File: src/shared/mpm_pkg.sv
package mpm_pkg;

  // register-bus addresses of the control and latch registers
  localparam logic [7:0] ADDR_CLAMP_PARA = 8'h84;
  localparam logic [7:0] ADDR_SYNC_PIN   = 8'h85;
  localparam logic [7:0] ADDR_OUT_PORT   = 8'hBB;
  localparam logic [7:0] ADDR_SPECIAL    = 8'hC8;

  // port widths
  localparam int P1_W = 6;
  localparam int P2_W = 8;
  localparam int P3_W = 8;
  localparam int P4_W = 7;

  // sync_and_pin_control field positions
  localparam int SPC_VSEP_EN     = 0;
  localparam int SPC_HOUT_POL    = 1;
  localparam int SPC_VOUT_POL    = 2;
  localparam int SPC_IRQ_SENSE   = 4;
  localparam int SPC_MOIRE0_EN   = 5;
  localparam int SPC_MOIRE1_EN   = 6;
  localparam int SPC_CLAMP_SUPP  = 7;

  // special_function_select field positions
  localparam int SFS_PIN24_EN    = 0;
  localparam int SFS_PIN27_EN    = 3;
  localparam int SFS_CLAMP_EN    = 4;
  localparam int SFS_SAFE_EN     = 5;
  localparam int SFS_TEST_EN     = 6;
  localparam int SFS_TEST_INV    = 7;

  // clamp_and_parabola_control field positions
  localparam int CPC_CLAMP_SRC   = 5;
  localparam int CPC_DUMMY_MASK  = 6;

  // pin positions of alternate functions
  localparam int P1_CLAMP_PIN    = 4;
  localparam int P1_SAFE_PIN     = 5;
  localparam int P2_TEST_PIN     = 3;
  localparam int P2_PWM_BASE     = 4;
  localparam int P3_SER_DATA_PIN = 0;
  localparam int P3_SER_CLK_PIN  = 1;
  localparam int PWM_PIN_CNT     = 4;

  // reset values
  localparam logic [7:0]      CTRL_RST  = 8'h00;
  localparam logic [P1_W-1:0] P1_RST    = 6'h3F;
  localparam logic [P2_W-1:0] P2_RST    = 8'hFF;
  localparam logic [P3_W-1:0] P3_RST    = 8'hFF;
  localparam logic [P4_W-1:0] P4_RST    = 7'h00;
  localparam logic [7:0]      RDATA_RST = 8'h00;

  typedef enum logic [1:0] {
    MPM_SER_SYNC   = 2'b00,
    MPM_SER_UART8  = 2'b01,
    MPM_SER_UART9F = 2'b10,
    MPM_SER_UART9V = 2'b11
  } mpm_ser_mode_t;

  typedef struct packed {
    logic clamp_suppress_in_vsync;
    logic moire_cancel_ch1_en;
    logic moire_cancel_ch0_en;
    logic ext_irq_sense_sel;
    logic vout_polarity_sel;
    logic hout_polarity_sel;
    logic vsync_separator_en;
  } mpm_sync_ctrl_t;

  typedef struct packed {
    logic test_pattern_invert;
    logic test_pattern_pin_alt_en;
    logic safe_area_pin_alt_en;
    logic clamp_pin_alt_en;
    logic [PWM_PIN_CNT-1:0] pwm_pin_alt_en;
  } mpm_special_t;

  typedef struct packed {
    logic dummy_vertical_event_irq_mask;
    logic clamp_source_sel;
  } mpm_clamp_ctrl_t;

endpackage : mpm_pkg

File: src/design/mpm_pin_cell.sv
module mpm_pin_cell #(
  parameter int W = 8
) (
  input  wire logic         i_core_clk,
  input  wire logic         i_rst,
  input  wire logic [W-1:0] i_latch,
  input  wire logic [W-1:0] i_alt_sel,
  input  wire logic [W-1:0] i_alt_val,
  input  wire logic [W-1:0] i_pin_in,
  output logic      [W-1:0] o_pin_out,
  output logic      [W-1:0] o_pin_oe,
  output logic      [W-1:0] o_pin_sync
);
  import mpm_pkg::*;

  logic [W-1:0] meta_q;
  logic [W-1:0] sync_q;

  // pins are asynchronous to the core; meta_q feeds only sync_q
  // idle pins rest high on the pull-up, so clearing to 0 would fake a start bit
  // on rxd and a rising edge on the interrupt input just after reset
  always_ff @(posedge i_core_clk) begin
    if (i_rst) begin
      meta_q <= '1;
      sync_q <= '1;
    end else begin
      meta_q <= i_pin_in;
      sync_q <= meta_q;
    end
  end

  assign o_pin_sync = sync_q;

  // general pins are quasi-bidirectional: strong low, released high onto the pull-up
  // so the same pin can be read back; alternate functions drive push-pull
  always_ff @(posedge i_core_clk) begin
    if (i_rst) begin
      o_pin_out <= '1;
      o_pin_oe  <= '0;
    end else begin
      for (int i = 0; i < W; i++) begin
        if (i_alt_sel[i]) begin
          o_pin_out[i] <= i_alt_val[i];
          o_pin_oe[i]  <= 1'b1;
        end else begin
          o_pin_out[i] <= i_latch[i];
          o_pin_oe[i]  <= ~i_latch[i];
        end
      end
    end
  end

endmodule : mpm_pin_cell

File: src/design/mpm_top.sv
// Notes on behaviour
// - control bit 0 enables vertical sync separator
// - bits 1,2 select hout/vout polarity, 1 negative
// - bit 4 selects external interrupt trigger sense
// - bits 5,6 enable moire cancel channel 0/1
// - bit 7 suppresses clamp pulses during vsync
// - port2 pins 4-7 carry pwm when enabled, latch 0
// - port2 pin 3 carries test pattern when enabled, latch 0
// - special bit 7 inverts the test pattern
// - port1 pin 4 carries clamp when enabled, latch 0
// - port1 pin 5 carries safe-area when enabled, latch 0
// - mask bit 6 blocks dummy vertical event interrupt
// - clamp bit 5 selects clamp pulse source
// - port latch 1 releases pin high onto the pull-up, 0 drives low
// - port read returns external pin level
// - port3 pin 0 is serial data or rxd
// - port3 pin 1 is serial clock or txd
// - output_port_latch is seven-bit output-only latch
module mpm_top #(
  parameter logic [7:0] ADDR_P1 = 8'h90,
  parameter logic [7:0] ADDR_P2 = 8'hA0,
  parameter logic [7:0] ADDR_P3 = 8'hB0
) (
  input  wire logic                        i_core_clk,
  input  wire logic                        i_rst,
  // register bus
  input  wire logic [7:0]                  i_sfr_addr,
  input  wire logic                        i_sfr_wr,
  input  wire logic                        i_sfr_rd,
  input  wire logic [7:0]                  i_sfr_wdata,
  output logic      [7:0]                  o_sfr_rdata,
  // control fields toward the sync processor and pwm blocks
  output mpm_pkg::mpm_sync_ctrl_t          o_sync_ctrl,
  output mpm_pkg::mpm_clamp_ctrl_t         o_clamp_ctrl,
  // internal function signals, same clock
  input  wire logic                        i_hclamp_pulse,
  input  wire logic                        i_vsync_active,
  input  wire logic                        i_safe_area_out,
  input  wire logic                        i_self_test_pattern,
  input  wire logic [mpm_pkg::PWM_PIN_CNT-1:0] i_static_pwm,
  input  wire logic                        i_vertical_event_irq_real,
  input  wire logic                        i_vertical_event_irq_dummy,
  output logic                             o_vertical_event_irq,
  // serial engine
  input  wire mpm_pkg::mpm_ser_mode_t      i_ser_mode,
  input  wire logic                        i_ser_sync_data_out,
  input  wire logic                        i_ser_sync_clk_out,
  input  wire logic                        i_ser_txd,
  output logic                             o_ser_sync_data_in,
  output logic                             o_ser_rxd,
  output logic                             o_external_irq_input,
  // pins
  input  wire logic [mpm_pkg::P1_W-1:0]    i_p1_pin,
  output logic      [mpm_pkg::P1_W-1:0]    o_p1_pin,
  output logic      [mpm_pkg::P1_W-1:0]    o_p1_pin_oe,
  input  wire logic [mpm_pkg::P2_W-1:0]    i_p2_pin,
  output logic      [mpm_pkg::P2_W-1:0]    o_p2_pin,
  output logic      [mpm_pkg::P2_W-1:0]    o_p2_pin_oe,
  input  wire logic [mpm_pkg::P3_W-1:0]    i_p3_pin,
  output logic      [mpm_pkg::P3_W-1:0]    o_p3_pin,
  output logic      [mpm_pkg::P3_W-1:0]    o_p3_pin_oe,
  output logic      [mpm_pkg::P3_W-1:0]    o_p3_pin_level,
  output logic      [mpm_pkg::P4_W-1:0]    o_output_port_latch
);
  import mpm_pkg::*;

  mpm_sync_ctrl_t  sync_ctrl_q;
  mpm_special_t    special_q;
  mpm_clamp_ctrl_t clamp_ctrl_q;
  logic [P1_W-1:0] p1_latch_q;
  logic [P2_W-1:0] p2_latch_q;
  logic [P3_W-1:0] p3_latch_q;
  logic [P4_W-1:0] p4_latch_q;
  logic [7:0]      rdata_q;
  logic            vertical_event_irq_q;

  logic [P1_W-1:0] p1_sync;
  logic [P2_W-1:0] p2_sync;
  logic [P3_W-1:0] p3_sync;
  logic [P1_W-1:0] p1_alt_sel;
  logic [P1_W-1:0] p1_alt_val;
  logic [P2_W-1:0] p2_alt_sel;
  logic [P2_W-1:0] p2_alt_val;
  logic [P3_W-1:0] p3_drive;
  logic            clamp_gated;
  logic            test_pattern_out;

  function automatic logic wr_hit(input logic [7:0] addr, input logic [7:0] reg_addr,
                                  input logic wr);
    return wr && (addr == reg_addr);
  endfunction : wr_hit

  // an alternate output owns the pin only while enabled and its latch is cleared
  function automatic logic alt_owns(input logic en, input logic latch);
    return en && !latch;
  endfunction : alt_owns

  // sync_and_pin_control: write-only, reserved bit 3 is not stored
  always_ff @(posedge i_core_clk) begin
    if (i_rst) begin
      sync_ctrl_q <= mpm_sync_ctrl_t'(CTRL_RST[6:0]);
    end else if (wr_hit(i_sfr_addr, ADDR_SYNC_PIN, i_sfr_wr)) begin
      sync_ctrl_q.vsync_separator_en      <= i_sfr_wdata[SPC_VSEP_EN];
      sync_ctrl_q.hout_polarity_sel       <= i_sfr_wdata[SPC_HOUT_POL];
      sync_ctrl_q.vout_polarity_sel       <= i_sfr_wdata[SPC_VOUT_POL];
      sync_ctrl_q.ext_irq_sense_sel       <= i_sfr_wdata[SPC_IRQ_SENSE];
      sync_ctrl_q.moire_cancel_ch0_en     <= i_sfr_wdata[SPC_MOIRE0_EN];
      sync_ctrl_q.moire_cancel_ch1_en     <= i_sfr_wdata[SPC_MOIRE1_EN];
      sync_ctrl_q.clamp_suppress_in_vsync <= i_sfr_wdata[SPC_CLAMP_SUPP];
    end
  end

  // special_function_select: all eight bits used
  always_ff @(posedge i_core_clk) begin
    if (i_rst) begin
      special_q <= mpm_special_t'(CTRL_RST);
    end else if (wr_hit(i_sfr_addr, ADDR_SPECIAL, i_sfr_wr)) begin
      special_q.pwm_pin_alt_en          <= i_sfr_wdata[SFS_PIN27_EN:SFS_PIN24_EN];
      special_q.clamp_pin_alt_en        <= i_sfr_wdata[SFS_CLAMP_EN];
      special_q.safe_area_pin_alt_en    <= i_sfr_wdata[SFS_SAFE_EN];
      special_q.test_pattern_pin_alt_en <= i_sfr_wdata[SFS_TEST_EN];
      special_q.test_pattern_invert     <= i_sfr_wdata[SFS_TEST_INV];
    end
  end

  // clamp_and_parabola_control: only bits 5 and 6 exist
  always_ff @(posedge i_core_clk) begin
    if (i_rst) begin
      clamp_ctrl_q <= mpm_clamp_ctrl_t'(CTRL_RST[1:0]);
    end else if (wr_hit(i_sfr_addr, ADDR_CLAMP_PARA, i_sfr_wr)) begin
      clamp_ctrl_q.clamp_source_sel  <= i_sfr_wdata[CPC_CLAMP_SRC];
      clamp_ctrl_q.dummy_vertical_event_irq_mask <= i_sfr_wdata[CPC_DUMMY_MASK];
    end
  end

  // port latches; general pins start released high so they can be read
  always_ff @(posedge i_core_clk) begin
    if (i_rst) begin
      p1_latch_q <= P1_RST;
    end else if (wr_hit(i_sfr_addr, ADDR_P1, i_sfr_wr)) begin
      p1_latch_q <= i_sfr_wdata[P1_W-1:0];
    end
  end

  always_ff @(posedge i_core_clk) begin
    if (i_rst) begin
      p2_latch_q <= P2_RST;
    end else if (wr_hit(i_sfr_addr, ADDR_P2, i_sfr_wr)) begin
      p2_latch_q <= i_sfr_wdata;
    end
  end

  always_ff @(posedge i_core_clk) begin
    if (i_rst) begin
      p3_latch_q <= P3_RST;
    end else if (wr_hit(i_sfr_addr, ADDR_P3, i_sfr_wr)) begin
      p3_latch_q <= i_sfr_wdata;
    end
  end

  always_ff @(posedge i_core_clk) begin
    if (i_rst) begin
      p4_latch_q <= P4_RST;
    end else if (wr_hit(i_sfr_addr, ADDR_OUT_PORT, i_sfr_wr)) begin
      p4_latch_q <= i_sfr_wdata[P4_W-1:0];
    end
  end

  // read data: ports return pin levels, write-only registers and holes read zero
  always_ff @(posedge i_core_clk) begin
    if (i_rst) begin
      rdata_q <= RDATA_RST;
    end else if (i_sfr_rd) begin
      case (i_sfr_addr)
        ADDR_SPECIAL:    rdata_q <= special_q;
        ADDR_CLAMP_PARA: rdata_q <= {1'b0, clamp_ctrl_q, 5'h00};
        ADDR_P1:         rdata_q <= {2'b00, p1_sync};
        ADDR_P2:         rdata_q <= p2_sync;
        ADDR_P3:         rdata_q <= p3_sync;
        default:         rdata_q <= RDATA_RST;
      endcase
    end
  end

  assign o_sfr_rdata = rdata_q;

  // clamp pulse gated off across the vsync period when asked
  assign clamp_gated      = i_hclamp_pulse &
                            ~(sync_ctrl_q.clamp_suppress_in_vsync & i_vsync_active);
  assign test_pattern_out = i_self_test_pattern ^ special_q.test_pattern_invert;

  always_comb begin
    p1_alt_sel = '0;
    p1_alt_val = '1;
    p1_alt_sel[P1_CLAMP_PIN] = alt_owns(special_q.clamp_pin_alt_en,
                                        p1_latch_q[P1_CLAMP_PIN]);
    p1_alt_val[P1_CLAMP_PIN] = clamp_gated;
    p1_alt_sel[P1_SAFE_PIN]  = alt_owns(special_q.safe_area_pin_alt_en,
                                        p1_latch_q[P1_SAFE_PIN]);
    p1_alt_val[P1_SAFE_PIN]  = i_safe_area_out;
  end

  always_comb begin
    p2_alt_sel = '0;
    p2_alt_val = '1;
    p2_alt_sel[P2_TEST_PIN] = alt_owns(special_q.test_pattern_pin_alt_en,
                                       p2_latch_q[P2_TEST_PIN]);
    p2_alt_val[P2_TEST_PIN] = test_pattern_out;
    for (int i = 0; i < PWM_PIN_CNT; i++) begin
      p2_alt_sel[P2_PWM_BASE+i] = alt_owns(special_q.pwm_pin_alt_en[i],
                                           p2_latch_q[P2_PWM_BASE+i]);
      p2_alt_val[P2_PWM_BASE+i] = i_static_pwm[i];
    end
  end

  // port 3 has no enables: the serial output is ANDed with the latch,
  // which therefore must be left high for the alternate function
  always_comb begin
    p3_drive = p3_latch_q;
    if (i_ser_mode == MPM_SER_SYNC) begin
      p3_drive[P3_SER_DATA_PIN] = p3_latch_q[P3_SER_DATA_PIN] & i_ser_sync_data_out;
      p3_drive[P3_SER_CLK_PIN]  = p3_latch_q[P3_SER_CLK_PIN] & i_ser_sync_clk_out;
    end else begin
      p3_drive[P3_SER_CLK_PIN]  = p3_latch_q[P3_SER_CLK_PIN] & i_ser_txd;
    end
  end

  // synchronised pin levels routed to the serial engine and interrupt logic
  assign o_ser_sync_data_in   = (i_ser_mode == MPM_SER_SYNC) ? p3_sync[P3_SER_DATA_PIN]
                                                              : 1'b1;
  assign o_ser_rxd            = (i_ser_mode != MPM_SER_SYNC) ? p3_sync[P3_SER_DATA_PIN]
                                                              : 1'b1;
  assign o_external_irq_input = p3_sync[2];
  assign o_p3_pin_level       = p3_sync;

  // vertical event irq: real events always, dummy ones unless masked
  always_ff @(posedge i_core_clk) begin
    if (i_rst) begin
      vertical_event_irq_q <= 1'b0;
    end else begin
      vertical_event_irq_q <= i_vertical_event_irq_real |
                  (i_vertical_event_irq_dummy & ~clamp_ctrl_q.dummy_vertical_event_irq_mask);
    end
  end

  assign o_vertical_event_irq = vertical_event_irq_q;
  assign o_sync_ctrl          = sync_ctrl_q;
  assign o_clamp_ctrl         = clamp_ctrl_q;
  assign o_output_port_latch  = p4_latch_q;

  mpm_pin_cell #(.W(P1_W)) u_p1 (
    .i_core_clk (i_core_clk),
    .i_rst      (i_rst),
    .i_latch    (p1_latch_q),
    .i_alt_sel  (p1_alt_sel),
    .i_alt_val  (p1_alt_val),
    .i_pin_in   (i_p1_pin),
    .o_pin_out  (o_p1_pin),
    .o_pin_oe   (o_p1_pin_oe),
    .o_pin_sync (p1_sync)
  );

  mpm_pin_cell #(.W(P2_W)) u_p2 (
    .i_core_clk (i_core_clk),
    .i_rst      (i_rst),
    .i_latch    (p2_latch_q),
    .i_alt_sel  (p2_alt_sel),
    .i_alt_val  (p2_alt_val),
    .i_pin_in   (i_p2_pin),
    .o_pin_out  (o_p2_pin),
    .o_pin_oe   (o_p2_pin_oe),
    .o_pin_sync (p2_sync)
  );

  mpm_pin_cell #(.W(P3_W)) u_p3 (
    .i_core_clk (i_core_clk),
    .i_rst      (i_rst),
    .i_latch    (p3_drive),
    .i_alt_sel  ('0),
    .i_alt_val  ('1),
    .i_pin_in   (i_p3_pin),
    .o_pin_out  (o_p3_pin),
    .o_pin_oe   (o_p3_pin_oe),
    .o_pin_sync (p3_sync)
  );

endmodule : mpm_top

File: config.mk
export PLATFORM = sky130hd
export DESIGN_NAME = mpm_top
export DESIGN_NICKNAME = d
export VERILOG_FILES = /design/src/shared/mpm_pkg.sv /design/src/design/mpm_pin_cell.sv /design/src/design/mpm_top.sv
export SDC_FILE = /design/constraint.sdc
export NUM_CORES = 1
export LEC_CHECK = 0
export BUFFER_PORTS_ARGS = -buffer_cell sky130_fd_sc_hd__buf_2
export CAP_MARGIN = 15
export CORE_MARGIN = 5
export CORE_UTILIZATION = 42
export DETAILED_ROUTE_END_ITERATION = 10
export GPL_ROUTABILITY_DRIVEN = 0
export PLACE_DENSITY = 0.79
export RECOVER_POWER = 100
export SYNTH_ARGS = -nofsm -noshare
export SYNTH_HDL_FRONTEND = slang
export SYNTH_SLANG_ARGS = --single-unit
File: constraint.sdc
create_clock -name i_core_clk -period 1.46 [get_ports i_core_clk]
set_input_delay 0.073 -clock i_core_clk [delete_from_list [all_inputs] [get_ports i_core_clk]]
set_output_delay 0.073 -clock i_core_clk [all_outputs]
set_load 0.02 [all_outputs]
# --- Yosys cells after proc, flatten, opt, wreduce, memory -nomap -nowiden ---
# Index checks and enable logic that the tools add are counted.
# W data, S select, Z words.
word_totals:
  regBits: 143
  latch_bits: 0
  ram_bits: 0
  romBits: 0
  out_inout_bits: 80
  word_cells: 113
  mem_count: 0
op_classes:
  addsub: 0
  multipliers: 0
  n_div: 0
  n_lt_le_gt_ge: 0
  n_eq_ne: 7
  n_shift: 0
  mux: 19
  bitwise_logic: 32
  n_reduce_logical: 23
op_table:
  columns: ["cell", "n"]
  rows:
  - ["$eq A8 B8 Y1 const B", 7]
  - ["$pmux W8 S5", 1]
  - ["$not A1 Y1", 24]
  - ["$mux W1", 18]
  - ["$logic_and A1 B1 Y1", 14]
  - ["$logic_not A1 Y1", 7]
  - ["$and A1 B1 Y1", 6]
  - ["$logic_not A2 Y1", 1]
  - ["$reduce_bool A2 Y1", 1]
  - ["$or A1 B1 Y1", 1]
  - ["$xor A1 B1 Y1", 1]

# --- Logic depth before layout (Yosys ltp) ---
depth:
  depth_word: 4
  ltp_mapped: 7
  ltp_nobuf: 4

# --- By module ---
# From an unflattened synthesis, not the netlist that was laid out.
hier_totals:
  cells_unflattened: 463
  area_unflattened_um2: 4904.7
modules_own_cells:
  columns: ["mod", "instances", "cells_each", "area_per_inst_um2"]
  rows:
  - ["mpm_top", 1, 257, 2406.1]
  - ["mpm_pin_cell at u_p2 ...", 2, 75, 905.9]
  - ["mpm_pin_cell at u_p1", 1, 56, 686.9]

# --- Worst setup path before layout ---
# Ideal clock, no wire load.
synth_path:
  kind: "input to register"
  from: "input port i_sfr_addr[2]"
  to: "register p1_latch_q[1]"
  setup_ns: 0.120
  t_arrival_ns: 1.446
  required_time_ns: 1.340
  slack_ns: -0.106
  cell_stages: 6
  path_buffers: 2
  cell_sequence: "or4_1 buf_2 nor4_4 buf_6 nor2b_1 a211o_1"
synth_between:
  elab_chain_len: 2
synth_lines:
  columns: ["element", "line_no", "source"]
  rows:
  - ["from (decl)", "mpm_top.sv:27", "input wire logic [7:0] i_sfr_addr,"]
  - ["$eq A8 B8 Y1", "mpm_top.sv:90", "return wr && (addr == reg_addr);"]
  - ["$logic_and A1 B1 Y1", "mpm_top.sv:90", null]
  - ["to (signal assigned)", "mpm_top.sv:141", "p1_latch_q <= i_sfr_wdata[P1_W-1:0];"]
  - ["to (decl)", "mpm_top.sv:70", "logic [P1_W-1:0] p1_latch_q;"]
# Every way passes these cells.
# A chain may end at the register's enable or synchronous reset.

# --- Final worst setup path ---
layout_path:
  from: "register u_p3.sync_q[0] (netlist: u_p3.o_pin_sync[0])"
  to: "output port o_ser_sync_data_in"
layout_between:
  elab_chain_len: 1
layout_lines:
  columns: ["element", "line_no", "source"]
  rows:
  - ["from (decl)", "mpm_pin_cell.sv:17", "logic [W-1:0] sync_q;"]
  - ["from (signal assigned)", "mpm_pin_cell.sv:28", "sync_q <= meta_q;"]
  - ["$mux W1", "mpm_top.sv:229", "assign o_ser_sync_data_in = (i_ser_mode == MPM_SER_SYNC) ? p3_sync[P3_SER_DATA_PIN]"]
  - ["to (decl)", "mpm_top.sv:49", "output logic o_ser_sync_data_in,"]
# Every way passes these cells.

==> flow_summary.json <==
{
  "synth-seq-cells": 143,
  "netlist_top_cells_area": "dfxtp_1 (60%), or2_1 (5.7%), a211o_1 (4.1%)",
  "busiest_layer": "met2",
  "p_leak_nw": 2.60,
  "die_y_um": 116,
  "setup_viol": 0,
  "antenna_found_initial": 0,
  "clockRootBuffer": "clkbuf_16",
  "clock_sinks": 143,
  "slew_violations": 0,
  "drt-pass1-iter-count": 4,
  "drc": 0,
  "tightestPinTransition_ns": 0.826,
  "final_util_pct": 60.2,
  "viasPerCell": 4.81,
  "avgSynthCellArea_um2": 10.7,
  "slew-limit-headroom_pct": 45.0,
  "seq_area_frac_synth_pct": 60.2,
  "nets": 698,
  "clk_pin_slew_worst_paths_ns": 0.06,
  "tritoncts": "done",
  "power.density_mw_per_mm2": 1330,
  "grt_pass1_wl_mm": 18.9,
  "worstSkewPairLatency_ns": 0.41,
  "hold_viol_final": 0,
  "wl_per_cell_um": 15.3,
  "fillers": 927,
  "synth_edf_count": 0,
  "numCtsBuffers": 17,
  "clk_path_buf_depth": 2,
  "die_x_um": 116,
  "tns_ns": 0,
  "status": "completed",
  "rows": 38,
  "ant_nets": 0,
  "cts_setup_buffers": 0,
  "fp.dieArea_mm2": 0.0135,
  "crit_path_end_kind": "output port",
  "yosys.area.top_type_share_pct": 60.2,
  "crit_path_start_kind": "register",
  "fmax_mhz": 712,
  "synth_nets": 501,
  "syn_area_mm2": 0.00475,
  "wirelength_mm": 12.2,
  "maxCapViolCount": 0,
  "use_met2_pct": 31.5,
  "final_cell_mix": "dfxtp_1 (143), clkbuf_1 (86), buf_2 (53)",
  "period_minus_slack_ns": 1.40,
  "cp.required_ns": 1.39,
  "layout_commonest_cell": "dfxtp_1",
  "synthDistinctLibCells": 42,
  "initial_core_util_pct": 43.3,
  "first_global_vias": 3900,
  "grt_usage_pct": 18.2,
  "core_mm2": 0.0110,
  "skew_ns": 0.00640,
  "critPathArrivalTime_ns": 1.33,
  "first_iter_violations": 289,
  "fin_crit_sh_pct": 96.2,
  "yosysWarnings": 0,
  "io_buffers": 136,
  "regArea_mm2": 0.00286,
  "grt_setup_unrepaired": "no",
  "grt_max_degree": 49,
  "drive_above_1_share_pct": 20.7,
  "syn_inst": 444,
  "use_met3_pct": 5.54,
  "dp_hpwl_mm": 8.41,
  "grt_remaining_overflow": 0,
  "multiInputGateArea_mm2": 0.00169,
  "io-pin-count": 137,
  "vias": 3822,
  "cts.htree.levels": 4,
  "area_delta_synth_final_pct": 39.0,
  "hold_path.class": "in2reg",
  "async_reset_ff_share_pct": 0,
  "met1_usage_pct": 21.4,
  "worstSetupPathType": "reg2out",
  "vdd.ir_drop.worst_v": 0.00106,
  "critPathMaxFanout": 4,
  "synth_area_leader_cell": "dfxtp_1",
  "synth_flop_cell": "dfxtp_1"
}
## synthesized netlist by cell type (all sizes together), types with 2 or more instances
cell type	count
mux2	3
a221oi	7
and4	3
nand2	27
inv	18
a211o	22
nor4	3
buf	11
o31ai	6
mux2i	19
nor4bb	2
dfxtp	143
nor2b	24
nor2	25
and2	3
or2	58
nand4	3
a21oi	12
a211oi	6
nand2b	5
nand3	12
clkbuf	18
and3b	2
## cell families (layout without fill, tap and decap cells)
group / after synthesis / count (layout) / share of synthesized area (%)
and+or+nand+nor: 173 / 173 / 20.7
DFF: 143 / 143 / 60.2
AOI/OAI and AO/OA: 58 / 58 / 9.84
buffers and inverters: 47 / 256 / 4.34
muxes: 22 / 22 / 4.71
xor gates and xnor gates: 1 / 1 / 0.184
other: 0 / 1 / 0
## final timing paths
check | startpoint | end | slack [ns] | cells past startpoint
setup / recovery | u_p3.o_pin_sync[0]$_SDFF_PP1_ | o_ser_sync_data_in | 0.06 | 2
hold reg to reg | u_p3.meta_q[7]$_SDFF_PP1_ | u_p3.o_pin_sync[7]$_SDFF_PP1_ | 0.40 | 1
setup reg to reg | o_clamp_ctrl[1]$_SDFFE_PP0P_ | o_vertical_event_irq$_SDFF_PP0_ | 0.13 | 4
hold / removal | i_sfr_wdata[2] | p3_latch_q[2]$_SDFFE_PP1P_ | 0.02 | 2
## critical path: stages, from the launching register on
cell      delay [ns]
dfxtp_1         0.37
or3_1           0.39
clkbuf_2        0.17
## power by group
| part | switching (mW) | leakage (nW) | internal, mW |
|---|---|---|---|
| Sequential | 0.0221 | 1.17 | 3.97 |
| Clock | 1.60 | 0.297 | 2.79 |
| Combinational | 0.219 | 1.14 | 0.214 |
| Total | 1.84 | 2.60 | 6.97 |
## metrics by stage
stage               setup WS, ns  total power [mW]  instance area [um2]  hold slack (ns)  std cells
floorplan                -0.0946              4.25                 4770            0.170        444
global placement          -0.162              4.42                 5740            0.249        720
detailed placement        -0.231              4.44                 5740            0.253        720
CTS                       0.0297              8.90                 6770          0.00479        793
global route              0.0137              9.12                 6600           0.0140        793
finish                    0.0554              8.82                 6610           0.0237        794
## final cells by class
cell class,count,share of cell area (%)
clock inverter,11,2.35
inverter,18,1.02
timing repair buffer,207,18.2
antenna,1,0.0379
tap,140,2.65
clock buffer,20,6.91
sequential,143,43.3
multi-input combinational,254,25.5
## repair_timing
| item | in CTS | in global routing |
|---|---|---|
| endpoints found under the hold margin | 48 | 0 |
| hold buffers | 42 | 0 |
| endpoints found under the setup margin | 0 | 2 |
| gates resized for setup | 0 | 3 |
## metal layers
layer  routed length [um]  part of all wire [%]  up-vias
met5                    0                     0        -
met4                  229                   1.9        0
met3                  911                   7.5       18
met2                 6020                    49      143
met1                 5000                    41     1765
li1                     -                     -     1896
Note: power is estimated with default switching activity, not from simulation.
